## config.mk

```make
export PLATFORM = sky130hd
export DESIGN_NAME = lsem_core
export DESIGN_NICKNAME = d
export VERILOG_FILES = /design/src/design/lsem_pkg.sv /design/src/design/lsem_pacer.sv /design/src/design/lsem_regs.sv /design/src/design/lsem_core.sv
export SDC_FILE = /design/constraint.sdc
export NUM_CORES = 1
export LEC_CHECK = 0
export BUFFER_PORTS_ARGS = -buffer_cell sky130_fd_sc_hd__buf_2
export CAP_MARGIN = 5
export CORE_MARGIN = 2
export CORE_UTILIZATION = 63
export CTS_CLUSTER_DIAMETER = 80
export DETAILED_ROUTE_END_ITERATION = 8
export PLACE_DENSITY = 0.82
export SKIP_LAST_GASP = 1
export SLEW_MARGIN = 20
export SYNTH_ARGS = -nofsm -noshare
export SYNTH_HDL_FRONTEND = slang
export SYNTH_SLANG_ARGS = --single-unit
export TNS_END_PERCENT = 5
```

## constraint.sdc

```tcl
create_clock -name clk_i -period 10.7 [get_ports clk_i]
set_input_delay 1.605 -clock clk_i [delete_from_list [all_inputs] [get_ports clk_i]]
set_output_delay 1.605 -clock clk_i [all_outputs]
set_load 0.01 [all_outputs]
```

## src/design/lsem_pkg.sv

```systemverilog
// constants and carrier types of the load shedding energy manager
`default_nettype none
package lsem_pkg;
   localparam int NUM_LOADS = 8;
   // timing, clock of 4 ns
   localparam int CLK_PERIOD_NS = 4;
   localparam int SAMPLE_MS     = 100;
   localparam int SAMPLE_CYC    = SAMPLE_MS * 1000000 / CLK_PERIOD_NS;
   localparam int SECOND_NS     = 1000000000;
   localparam int SECOND_CYC    = SECOND_NS / CLK_PERIOD_NS;
   localparam logic [2:0] SHORE_STEP_S = 3'h1;
   localparam logic [2:0] GEN_STEP_S   = 3'h5;
   // reset values
   localparam logic [15:0] CYCLE_DELAY_RST = 16'h0078; // 120 s
   localparam logic [7:0]  GEN_RATING_RST  = 8'h78;
   localparam logic [7:0]  GEN_RATING_MAX  = 8'h78;    // 120 A
   localparam logic [7:0]  LINE_MAP_RST    = 8'h00;
   // service limits in amperes
   localparam logic [7:0] LIMIT_50A = 8'h32;
   localparam logic [7:0] LIMIT_30A = 8'h1E;
   localparam logic [7:0] LIMIT_20A = 8'h14;
   // register byte offsets
   localparam logic [7:0] ADR_GEN_RATING = 8'h00;
   localparam logic [7:0] ADR_CYC_DELAY  = 8'h04;
   localparam logic [7:0] ADR_LINE_MAP   = 8'h08;
   localparam logic [7:0] ADR_STATUS     = 8'h0C;
   localparam logic [7:0] ADR_SLOT_BASE  = 8'h20;
   localparam logic [7:0] ADR_LEARN_BASE = 8'h40;
   // field positions
   localparam int SLOT_VALID_BIT = 3;
   localparam int STAT_SVC_LSB   = 8;

   typedef enum logic [4:0] {
      SVC_NONE = 5'h01,
      SVC_GEN  = 5'h02,
      SVC_50A  = 5'h04,
      SVC_30A  = 5'h08,
      SVC_20A  = 5'h10
   } lsem_svc_type;

   typedef struct packed {
      logic       valid;
      logic [2:0] relay;
   } lsem_slot_type;

   typedef struct packed {
      logic [7:0]                         gen_rating;
      logic [15:0]                        cycle_delay;
      logic [7:0]                         line_map;
      lsem_slot_type [NUM_LOADS-1:0]      slot;
   } lsem_cfg_type;

   typedef struct packed {
      lsem_svc_type                       svc;
      logic [NUM_LOADS-1:0]               relay;
      logic [NUM_LOADS-1:0][7:0]          learned;
   } lsem_stat_type;
endpackage
`default_nettype wire

```

## src/design/lsem_pacer.sv

```systemverilog
// periodic one-cycle tick generator
`default_nettype none
module lsem_pacer #(
   parameter int unsigned PERIOD = 4 // cycles between ticks
) (
   input  wire logic clk_i,  // clock
   input  wire logic rst_i,  // synchronous reset
   output logic      tick_o  // one-cycle pulse
);
   logic [31:0] cnt_r;
   logic [31:0] cnt_nxt;
   logic        tick_r;
   logic        tick_nxt;

   always_comb begin
      cnt_nxt  = cnt_r + 32'h1;
      tick_nxt = 1'b0;
      if (cnt_r >= PERIOD - 1) begin
         cnt_nxt  = 32'h0;
         tick_nxt = 1'b1;
      end
   end

   always_ff @(posedge clk_i) begin
      if (rst_i) begin
         cnt_r  <= 32'h0;
         tick_r <= 1'b0;
      end else begin
         cnt_r  <= cnt_nxt;
         tick_r <= tick_nxt;
      end
   end

   assign tick_o = tick_r;
endmodule
`default_nettype wire

```

## src/design/lsem_regs.sv

```systemverilog
// wishbone classic register file holding the configuration
`default_nettype none
module lsem_regs (
   input  wire logic                   clk_i,     // clock
   input  wire logic                   rst_i,     // synchronous reset
   input  wire logic                   wb_cyc_i,  // bus cycle
   input  wire logic                   wb_stb_i,  // strobe
   input  wire logic                   wb_we_i,   // write enable
   input  wire logic [7:0]             wb_adr_i,  // byte address
   input  wire logic [3:0]             wb_sel_i,  // byte enables
   input  wire logic [31:0]            wb_dat_i,  // write data
   output logic [31:0]                 wb_dat_o,  // read data
   output logic                        wb_ack_o,  // acknowledge
   input  wire lsem_pkg::lsem_stat_type stat_i,   // block state
   output lsem_pkg::lsem_cfg_type      cfg_o      // configuration
);
   lsem_pkg::lsem_cfg_type cfg_r;
   lsem_pkg::lsem_cfg_type cfg_nxt;
   logic [31:0]            dat_r;
   logic [31:0]            dat_nxt;
   logic                   ack_r;
   logic                   ack_nxt;
   logic                   req;
   logic [2:0]             idx;

   function automatic logic in_bank(input logic [7:0] adr, input logic [7:0] base);
      in_bank = (adr[7:5] == base[7:5]) && (adr[1:0] == 2'h0);
   endfunction

   assign req = wb_cyc_i && wb_stb_i && !ack_r;
   assign idx = wb_adr_i[4:2];

   always_comb begin
      cfg_nxt = cfg_r;
      dat_nxt = 32'h0;
      ack_nxt = req;
      if (req && wb_we_i && wb_sel_i[0]) begin
         case (wb_adr_i)
            lsem_pkg::ADR_GEN_RATING: begin
               // generator rating range is 0 to 120 A
               if (wb_dat_i[7:0] > lsem_pkg::GEN_RATING_MAX) begin
                  cfg_nxt.gen_rating = lsem_pkg::GEN_RATING_MAX;
               end else begin
                  cfg_nxt.gen_rating = wb_dat_i[7:0];
               end
            end
            lsem_pkg::ADR_CYC_DELAY: cfg_nxt.cycle_delay[7:0] = wb_dat_i[7:0];
            lsem_pkg::ADR_LINE_MAP:  cfg_nxt.line_map = wb_dat_i[7:0];
            default: begin
               if (in_bank(wb_adr_i, lsem_pkg::ADR_SLOT_BASE)) begin
                  cfg_nxt.slot[idx] = wb_dat_i[3:0];
               end
            end
         endcase
      end
      if (req && wb_we_i && wb_sel_i[1] && wb_adr_i == lsem_pkg::ADR_CYC_DELAY) begin
         cfg_nxt.cycle_delay[15:8] = wb_dat_i[15:8];
      end
      if (req && !wb_we_i) begin
         case (wb_adr_i)
            lsem_pkg::ADR_GEN_RATING: dat_nxt = {24'h0, cfg_r.gen_rating};
            lsem_pkg::ADR_CYC_DELAY:  dat_nxt = {16'h0, cfg_r.cycle_delay};
            lsem_pkg::ADR_LINE_MAP:   dat_nxt = {24'h0, cfg_r.line_map};
            lsem_pkg::ADR_STATUS:     dat_nxt = {19'h0, stat_i.svc, stat_i.relay};
            default: begin
               if (in_bank(wb_adr_i, lsem_pkg::ADR_SLOT_BASE)) begin
                  dat_nxt = {28'h0, cfg_r.slot[idx]};
               end else if (in_bank(wb_adr_i, lsem_pkg::ADR_LEARN_BASE)) begin
                  dat_nxt = {24'h0, stat_i.learned[idx]};
               end
            end
         endcase
      end
   end

   always_ff @(posedge clk_i) begin
      if (rst_i) begin
         cfg_r.gen_rating  <= lsem_pkg::GEN_RATING_RST;
         cfg_r.cycle_delay <= lsem_pkg::CYCLE_DELAY_RST;
         cfg_r.line_map    <= lsem_pkg::LINE_MAP_RST;
         cfg_r.slot        <= '0;
         dat_r             <= 32'h0;
         ack_r             <= 1'b0;
      end else begin
         cfg_r <= cfg_nxt;
         dat_r <= dat_nxt;
         ack_r <= ack_nxt;
      end
   end

   assign wb_dat_o = dat_r;
   assign wb_ack_o = ack_r;
   assign cfg_o    = cfg_r;
endmodule
`default_nettype wire

```

## src/design/lsem_core.sv

```systemverilog
// load shedding energy manager: service detection, sequencing, shedding and learning
// Behaviour
// - Operate only while first or second supply line voltage is present.
// - Generator-running input marks the generator as operating for service choice.
// - Across-line voltage: report both line currents, manage each line separately.
// - Dual-line service reports generator when running, else 50 A shore.
// - Generator running: show actual current and light generator indicator.
// - Installer generator rating, 0 to 120 A, is the generator limit.
// - Generator service: loads on one by one every five seconds until rating.
// - Single line without generator: assume 30 A shore, manage energy.
// - 20 A service only by momentary user press of select switch.
// - Entering shore service: loads on in turn about one second apart.
// - Current above service rating starts switching controlled loads off.
// - First shed the load highest in the shedding table.
// - Each shed stores the measured current drop as that load's value.
// - Keep shedding in table order until below limit or all off.
// - Every shed overwrites the load's stored value with a fresh one.
// - In 50 A service shed only loads on the overloaded line.
// - Drive eight relays: five AC power, three low-voltage changeover.
// - Re-enable last shed load only when below limit with headroom enough.
// - Keep a shed load off for the cycle delay, default two minutes.
// - During delay flash indicator if current allows; then energize, steady.
//
// Decided for this implementation: the register addresses and register access over Wishbone.
`default_nettype none
module lsem_core #(
   parameter int unsigned SAMPLE_CYC = lsem_pkg::SAMPLE_CYC, // cycles per current sample
   parameter int unsigned SECOND_CYC = lsem_pkg::SECOND_CYC  // cycles per second
) (
   input  wire logic          clk_i,            // clock 250 MHz
   input  wire logic          rst_i,            // synchronous reset
   input  wire logic          line1_present_i,  // first_supply_line voltage present
   input  wire logic          line2_present_i,  // second_supply_line voltage present
   input  wire logic          cross_line_i,     // voltage across both lines
   input  wire logic          gen_run_i,        // generator running
   input  wire logic          svc_select_i,     // service select switch, high while pressed
   input  wire logic [7:0]    cur1_i,           // first line current, amperes
   input  wire logic [7:0]    cur2_i,           // second line current, amperes
   input  wire logic          wb_cyc_i,         // wishbone cycle
   input  wire logic          wb_stb_i,         // wishbone strobe
   input  wire logic          wb_we_i,          // wishbone write enable
   input  wire logic [7:0]    wb_adr_i,         // wishbone byte address
   input  wire logic [3:0]    wb_sel_i,         // wishbone byte enables
   input  wire logic [31:0]   wb_dat_i,         // wishbone write data
   output logic [31:0]        wb_dat_o,         // wishbone read data
   output logic               wb_ack_o,         // wishbone acknowledge
   output logic [7:0]         relay_o,          // relays 0-4 AC, 5-7 changeover
   output logic [7:0]         led_o,            // load status indicators
   output lsem_pkg::lsem_svc_type svc_o,        // service type to display
   output logic               dual_meter_o,     // display both line meters
   output logic               gen_led_o,        // generator service indicator
   output logic [7:0]         meter1_o,         // first line current to display
   output logic [7:0]         meter2_o,         // second line current to display
   output logic               active_o          // controller operating
);
   localparam int N = lsem_pkg::NUM_LOADS;

   typedef enum logic [3:0] {
      ST_OFF   = 4'h1,
      ST_SEQ   = 4'h2,
      ST_RUN   = 4'h4,
      ST_LEARN = 4'h8
   } lsem_state_type;

   lsem_pkg::lsem_cfg_type  cfg;
   lsem_pkg::lsem_stat_type stat;
   logic                    sample_tick;
   logic                    sec_tick;

   lsem_state_type          state_r;
   lsem_state_type          state_nxt;
   lsem_pkg::lsem_svc_type  svc_r;
   lsem_pkg::lsem_svc_type  svc_nxt;
   logic                    sel20_r;
   logic                    sel20_nxt;
   logic                    press_d_r;
   logic                    dual_r;
   logic                    active_r;
   logic [7:0]              c1_r;
   logic [7:0]              c1_nxt;
   logic [7:0]              c2_r;
   logic [7:0]              c2_nxt;
   logic [N-1:0]            relay_r;
   logic [N-1:0]            relay_nxt;
   logic [N-1:0]            led_r;
   logic [N-1:0]            led_nxt;
   logic                    blink_r;
   logic [2:0]              step_r;
   logic [2:0]              step_nxt;
   logic [8:0]              pre_r;
   logic [8:0]              pre_nxt;
   logic [2:0]              lidx_r;
   logic [2:0]              lidx_nxt;
   logic                    lline_r;
   logic                    lline_nxt;
   logic [N-1:0][7:0]       learned_r;
   logic [N-1:0][7:0]       learned_nxt;
   logic [N-1:0][15:0]      hold_r;
   logic [N-1:0][15:0]      hold_nxt;

   // derived conditions
   logic                    active;
   logic                    dual;
   logic [7:0]              limit;
   logic [1:0][8:0]         meas;
   logic [1:0]              over;
   logic                    at_limit;
   logic [N-1:0]            ctl;
   logic                    shed_ok;
   logic [2:0]              shed_idx;
   logic                    seq_ok;
   logic [2:0]              seq_idx;
   logic                    rest_ok;
   logic [2:0]              rest_idx;
   logic                    rest_fits;
   logic [8:0]              room;

   function automatic logic line_of(input logic dl, input logic [7:0] map, input logic [2:0] r);
      line_of = dl & map[r];
   endfunction

   lsem_pacer #(.PERIOD(SAMPLE_CYC)) u_sample (
      .clk_i  (clk_i),
      .rst_i  (rst_i),
      .tick_o (sample_tick)
   );

   lsem_pacer #(.PERIOD(SECOND_CYC)) u_second (
      .clk_i  (clk_i),
      .rst_i  (rst_i),
      .tick_o (sec_tick)
   );

   assign stat.svc     = svc_r;
   assign stat.relay   = relay_r;
   assign stat.learned = learned_r;

   lsem_regs u_regs (
      .clk_i    (clk_i),
      .rst_i    (rst_i),
      .wb_cyc_i (wb_cyc_i),
      .wb_stb_i (wb_stb_i),
      .wb_we_i  (wb_we_i),
      .wb_adr_i (wb_adr_i),
      .wb_sel_i (wb_sel_i),
      .wb_dat_i (wb_dat_i),
      .wb_dat_o (wb_dat_o),
      .wb_ack_o (wb_ack_o),
      .stat_i   (stat),
      .cfg_o    (cfg)
   );

   assign active = line1_present_i | line2_present_i;
   assign dual   = active & cross_line_i;

   // service type and limit
   always_comb begin
      sel20_nxt = sel20_r;
      if (!active || cross_line_i || gen_run_i) begin
         sel20_nxt = 1'b0;
      end else if (svc_select_i && !press_d_r) begin
         sel20_nxt = !sel20_r;
      end
      if (!active) begin
         svc_nxt = lsem_pkg::SVC_NONE;
      end else if (gen_run_i) begin
         svc_nxt = lsem_pkg::SVC_GEN;
      end else if (cross_line_i) begin
         svc_nxt = lsem_pkg::SVC_50A;
      end else if (sel20_r) begin
         svc_nxt = lsem_pkg::SVC_20A;
      end else begin
         svc_nxt = lsem_pkg::SVC_30A;
      end
      case (svc_r)
         lsem_pkg::SVC_GEN: limit = cfg.gen_rating;
         lsem_pkg::SVC_50A: limit = lsem_pkg::LIMIT_50A;
         lsem_pkg::SVC_20A: limit = lsem_pkg::LIMIT_20A;
         lsem_pkg::SVC_30A: limit = lsem_pkg::LIMIT_30A;
         default:           limit = 8'h00;
      endcase
   end

   // candidates for shedding, sequencing and restoring
   always_comb begin
      c1_nxt = sample_tick ? cur1_i : c1_r;
      c2_nxt = sample_tick ? cur2_i : c2_r;
      if (dual_r) begin
         meas[0] = {1'b0, c1_r};
         meas[1] = {1'b0, c2_r};
      end else begin
         meas[0] = {1'b0, c1_r} + {1'b0, c2_r};
         meas[1] = 9'h000;
      end
      over[0]  = meas[0] > {1'b0, limit};
      over[1]  = meas[1] > {1'b0, limit};
      at_limit = (meas[0] >= {1'b0, limit}) || (dual_r && meas[1] >= {1'b0, limit});
      ctl      = '0;
      shed_ok  = 1'b0;
      shed_idx = 3'h0;
      seq_ok   = 1'b0;
      seq_idx  = 3'h0;
      rest_ok  = 1'b0;
      rest_idx = 3'h0;
      for (int k = N - 1; k >= 0; k--) begin
         if (cfg.slot[k].valid) begin
            ctl[cfg.slot[k].relay] = 1'b1;
            // descending walk: the lowest slot wins
            if (relay_r[cfg.slot[k].relay] &&
                over[line_of(dual_r, cfg.line_map, cfg.slot[k].relay)]) begin
               shed_ok  = 1'b1;
               shed_idx = cfg.slot[k].relay;
            end
            if (!relay_r[cfg.slot[k].relay] && hold_r[cfg.slot[k].relay] == 16'h0000) begin
               seq_ok  = 1'b1;
               seq_idx = cfg.slot[k].relay;
            end
         end
      end
      for (int k = 0; k < N; k++) begin
         // ascending walk: the last shed load is the highest slot still off
         if (cfg.slot[k].valid && !relay_r[cfg.slot[k].relay] &&
             !over[line_of(dual_r, cfg.line_map, cfg.slot[k].relay)]) begin
            rest_ok  = 1'b1;
            rest_idx = cfg.slot[k].relay;
         end
      end
      room      = {1'b0, limit} - meas[line_of(dual_r, cfg.line_map, rest_idx)];
      rest_fits = rest_ok && meas[line_of(dual_r, cfg.line_map, rest_idx)] < {1'b0, limit} &&
                  room >= {1'b0, learned_r[rest_idx]};
   end

   // control sequence
   always_comb begin
      state_nxt   = state_r;
      relay_nxt   = relay_r;
      step_nxt    = step_r;
      pre_nxt     = pre_r;
      lidx_nxt    = lidx_r;
      lline_nxt   = lline_r;
      learned_nxt = learned_r;
      led_nxt     = relay_r;
      for (int i = 0; i < N; i++) begin
         hold_nxt[i] = (sec_tick && hold_r[i] != 16'h0000) ? hold_r[i] - 16'h0001 : hold_r[i];
      end
      if (!active) begin
         state_nxt = ST_OFF;
         relay_nxt = '0;
      end else if (svc_nxt != svc_r) begin
         // any change of service restarts the power-up sequence
         state_nxt = ST_SEQ;
         relay_nxt = relay_r & ~ctl;
         step_nxt  = (svc_nxt == lsem_pkg::SVC_GEN) ? lsem_pkg::GEN_STEP_S : lsem_pkg::SHORE_STEP_S;
      end else begin
         case (state_r)
            ST_OFF: begin
               state_nxt = ST_SEQ;
            end
            ST_SEQ: begin
               if (sample_tick && (over[0] || over[1])) begin
                  state_nxt = ST_RUN;
               end else if (sec_tick) begin
                  if (step_r > 3'h1) begin
                     step_nxt = step_r - 3'h1;
                  end else if (!seq_ok || (svc_r == lsem_pkg::SVC_GEN && at_limit)) begin
                     state_nxt = ST_RUN;
                  end else begin
                     relay_nxt[seq_idx] = 1'b1;
                     step_nxt = (svc_r == lsem_pkg::SVC_GEN) ? lsem_pkg::GEN_STEP_S :
                                                               lsem_pkg::SHORE_STEP_S;
                  end
               end
            end
            ST_RUN: begin
               if (sample_tick && shed_ok) begin
                  relay_nxt[shed_idx] = 1'b0;
                  hold_nxt[shed_idx]  = cfg.cycle_delay;
                  lidx_nxt            = shed_idx;
                  lline_nxt           = line_of(dual_r, cfg.line_map, shed_idx);
                  pre_nxt             = meas[line_of(dual_r, cfg.line_map, shed_idx)];
                  state_nxt           = ST_LEARN;
               end else if (rest_fits && !over[0] && !over[1]) begin
                  if (hold_r[rest_idx] != 16'h0000) begin
                     led_nxt[rest_idx] = blink_r;
                  end else if (sec_tick) begin
                     relay_nxt[rest_idx] = 1'b1;
                  end
               end
            end
            ST_LEARN: begin
               if (sample_tick) begin
                  // the first reading after the shed is the settled one
                  if (cur_line(lline_r) >= pre_r) begin
                     learned_nxt[lidx_r] = 8'h00;
                  end else if (pre_r - cur_line(lline_r) > 9'h0FF) begin
                     learned_nxt[lidx_r] = 8'hFF;
                  end else begin
                     learned_nxt[lidx_r] = 8'(pre_r - cur_line(lline_r));
                  end
                  state_nxt = ST_RUN;
               end
            end
            default: state_nxt = ST_OFF;
         endcase
      end
      if (active) begin
         relay_nxt = relay_nxt | ~ctl; // uncontrolled relays follow power
      end
   end

   // fresh sample of the learning line, taken in the tick cycle
   function automatic logic [8:0] cur_line(input logic l);
      if (dual_r) begin
         cur_line = l ? {1'b0, cur2_i} : {1'b0, cur1_i};
      end else begin
         cur_line = {1'b0, cur1_i} + {1'b0, cur2_i};
      end
   endfunction

   always_ff @(posedge clk_i) begin
      if (rst_i) begin
         state_r   <= ST_OFF;
         svc_r     <= lsem_pkg::SVC_NONE;
         sel20_r   <= 1'b0;
         press_d_r <= 1'b0;
         dual_r    <= 1'b0;
         active_r  <= 1'b0;
         c1_r      <= 8'h00;
         c2_r      <= 8'h00;
         relay_r   <= '0;
         led_r     <= '0;
         blink_r   <= 1'b0;
         step_r    <= 3'h0;
         pre_r     <= 9'h000;
         lidx_r    <= 3'h0;
         lline_r   <= 1'b0;
         learned_r <= '0;
         hold_r    <= '0;
      end else begin
         state_r   <= state_nxt;
         svc_r     <= svc_nxt;
         sel20_r   <= sel20_nxt;
         press_d_r <= svc_select_i;
         dual_r    <= dual;
         active_r  <= active;
         c1_r      <= c1_nxt;
         c2_r      <= c2_nxt;
         relay_r   <= relay_nxt;
         led_r     <= led_nxt;
         blink_r   <= sec_tick ? !blink_r : blink_r;
         step_r    <= step_nxt;
         pre_r     <= pre_nxt;
         lidx_r    <= lidx_nxt;
         lline_r   <= lline_nxt;
         learned_r <= learned_nxt;
         hold_r    <= hold_nxt;
      end
   end

   assign relay_o      = relay_r;
   assign led_o        = led_r;
   assign svc_o        = svc_r;
   assign dual_meter_o = dual_r;
   assign gen_led_o    = (svc_r == lsem_pkg::SVC_GEN);
   assign meter1_o     = c1_r;
   assign meter2_o     = c2_r;
   assign active_o     = active_r;
endmodule
`default_nettype wire

```

==> results.md <==
- Tcrit/Tclk final: 94.0%
- RePlAce Congestion: 1.03
- I/O Buffers: 108
- Number of synthesized flops with an enable pin: 0
- Worst relative slew slack: 19.7%
- #FFs+latches synth: approximately 400
- Number of antenna violations at the first check in global routing: 0
- Largest net degree at the start of global routing: 86
- Vias per cell: 6.73
- Post-CTS Hold Buffers: 0
- CTS Buf Count: 43
- CTS tree: yes
- Crit-path slowest cell: o311ai_0
- ANT cells: 0
- Worst hold start: step_r[1]
- Initial core utilization: a little under two thirds
- Worst skew pair latency: slightly below 0.6 ns
- Critical path's largest stage delay: 0.57 ns
- Reg2reg end: relay_o[7]
- Initial drt markers: 3,321
- Final Slew Violations: 0
- Top_reg_cell synth: dfxtp_1
- P per Cell Area: 202 nW/um^2
- Syn Area/Cell: between 8 and 9 um^2
- Worst setup EP type: register
- Total grt overflow: 0
- Synth cell count leaders: nor2_1 (528), dfxtp_1 (401), nand2_1 (286), mux2i_1 (178), clkbuf_1 (174)
- Critical Path RT: 11.24 ns
- TritonRoute pass-1 iters: 6
- Core ar.: between 40,000 and 50,000 um^2
- GRT Util Overall: 40.4%
- Status: finished clean
- Reg2reg path depth: 46
- Area delta synth->final: 7.85%
- CTS H-tree lvls: 2
- CP arrival: 10.60 ns
- Root Driver: clkbuf_16
- Hold depth: 2
- Count leader, synth: nor2_1
- DRT Wirelength: 89.4 mm
- Crit start category: register
- Total power: 5.67 mW
- CP Class: reg2reg
- Die Ht: 207 um
- Async set-or-reset flop fraction in the synthesized netlist: 0%
- Buf/Inv on CP: 5
- Dpl cell area: 26,700 um^2
- DRT antenna net count: 0
- Final Util: ~69%
- Routed via count: 25,219
- Leakage power: 11.0 nW
- Final Cell Area: 28,000 um^2
- Setup TNS: 0 ns
- Hold worst-path end: step_r[1]
- Die W: 207 um
- RR Startpoint: meter2_o[1]
- Yosys cell types: 103
- Die ar.: 42,900 um^2
- F_max: ~99 MHz
- Crit path max-delay family: compound AO/OA/AOI/OAI gates
- Yosys warnings: 0
- Maximum VDD drop: 202 uV
- HPWL Detailed: approximately 64 mm
- First-pass GRT wire length: between 100 and 150 mm
- Synthesized netlist cell count: 3,205
- DRC: 0
- Row cnt: 74
- Worst-Margin Slew: 1.20 ns
- Setup repair bufs after CTS: 0
- Clock Tree Buf Depth: 3
- I/O pins: 143
- Flop-to-flop setup slack: 0.64 ns
- Minimum clock period: just over 10 ns
- Mapped cell area: 26,000 um^2
- Hold Fails Final Rpt: 0
- Worst-path clk slew: 0.06 ns
- Largest cells by area after synthesis: dfxtp_1 (31%), nor2_1 (7.6%), mux2i_1 (6.9%), mux4_2 (5.5%), nand2_1 (4.1%)
- Peak fanout along the critical path: 17
- Largest area contributor in the netlist: dfxtp_1
- Yosys top cell area share: a little under a third
- Setup-failing EPs final: 0
- Share of cells above drive strength 1: ~10%
- Post-synthesis sequential area ratio: around 31%
- Total clock sinks: 401
- Layout Nets: 3,339
- Vias in the first global route: 23,669
- Skew final: between 0.02 and 0.03 ns
- Unrepaired setup endpoints after global routing: false
- Avg WL per Cell: about 24 um
- Max_cap viols: 0
- Hold WC Path Type: reg2reg
report_power, final:
part | switching, mW | internal (mW) | total [mW]
sequential | 0.304 | 1.72 | 2.02
clock | 0.643 | 0.832 | 1.47
combinational | 1.27 | 0.899 | 2.17
metal layers:
metal / routed length, um / share of wire, % / track usage, % / vias up
li1: - / - / - / 11462
met5: 0 / 0 / 0 / -
met1: 34400 / 39 / 53.1 / 11935
met2: 39600 / 44 / 62.1 / 1497
met3: 10100 / 11 / 9.38 / 325
met4: 5310 / 5.9 / 21.2 / 0
layout make-up:
| type | instances | area, um^2 |
|---|---|---|
| clock buffer | 58 | 1190 |
| clock inverter | 15 | 156 |
| timing repair buffer | 148 | 855 |
| fill | 3318 | 12700 |
| tap | 532 | 666 |
| sequential | 401 | 8030 |
| inverter | 121 | 454 |
| multi-input combinational | 2474 | 16700 |
repair_timing:
action                     in CTS  in global routing
setup endpoints to repair       0                  1
hold endpoints to repair        0                  0
gates resized for setup         0                  1
metrics by stage:
stage	instances	hold WS, ns	worst slack (ns)
floorplan	3231	0.430	1.60
global placement	3676	0.438	1.14
detailed placement	3676	0.454	0.907
CTS	3749	0.460	0.844
global route	3749	0.480	0.0420
finish	3749	0.457	0.644
state kept, by name (all words and copies together) (netlist names), 3 cells and up:
register / flops
u_second.cnt_r: 32
led_o: 8
hold_r: 128
meter2_o: 8
state_r: 4
learned_r: 64
relay_o: 8
step_r: 3
u_sample.cnt_r: 32
svc_o: 5
u_regs.cfg_o: 64
meter1_o: 8
u_regs.wb_dat_o: 16
lidx_r: 3
pre_r: 9
layout by cell type, fill, tap and decap left out, types with 39 or more instances in the layout:
cell / n
mux2i_1: 178
a211oi_1: 137
nand2_1: 286
a21oi_1: 125
xor2_1: 71
buf_2: 107
mux4_2: 64
dfxtp_1: 400
ha_1: 76
o22ai_1: 63
nand3_1: 73
nor3_1: 89
clkbuf_16: 43
buf_4: 39
xnor2_1: 121
nor2_1: 527
nor4_1: 46
o21ai_0: 68
inv_1: 119
worst register-to-register path: cells and delay by family (launching register included):
| kind | cells | cell delay (ns) |
|---|---|---|
| XOR/XNOR | 2 | 0.17 |
| multiplexers | 1 | 0.18 |
| AND/OR/NAND/NOR | 14 | 2.58 |
| buffers and inverters | 5 | 0.82 |
| adder cells (fa/ha/maj) | 5 | 1.50 |
| flip-flops | 1 | 0.41 |
| AO/OA/AOI/OAI | 19 | 4.35 |
how the worst max path moves through the flow:
stage / startpoint / endpoint / slack, ns / cells after the start
2_1_floorplan: dual_meter_o / led_o[6] / 1.60 / 48
3_3_place_gp: meter2_o[1] / relay_o[7] / 1.14 / 48
3_5_place_dp: meter2_o[1] / relay_o[7] / 0.91 / 47
4_1_cts: meter2_o[1] / relay_o[7] / 0.84 / 47
5_1_grt: meter2_o[1] / relay_o[7] / 0.04 / 47
6_report: meter2_o[1] / relay_o[7] / 0.64 / 46
kinds of logic after synthesis:
logic type,Yosys count,share of synthesized area [%]
other,1,0.0144
AO/OA/AOI/OAI,650,17.5
AND/OR/NAND/NOR,1267,22.6
flip-flops,401,30.9
adder cells (fa/ha/maj),82,4.05
buffers and inverters,356,5.48
multiplexers,256,13.0
XOR/XNOR,192,6.47
No activity file was read; power rests on OpenSTA's default activity.
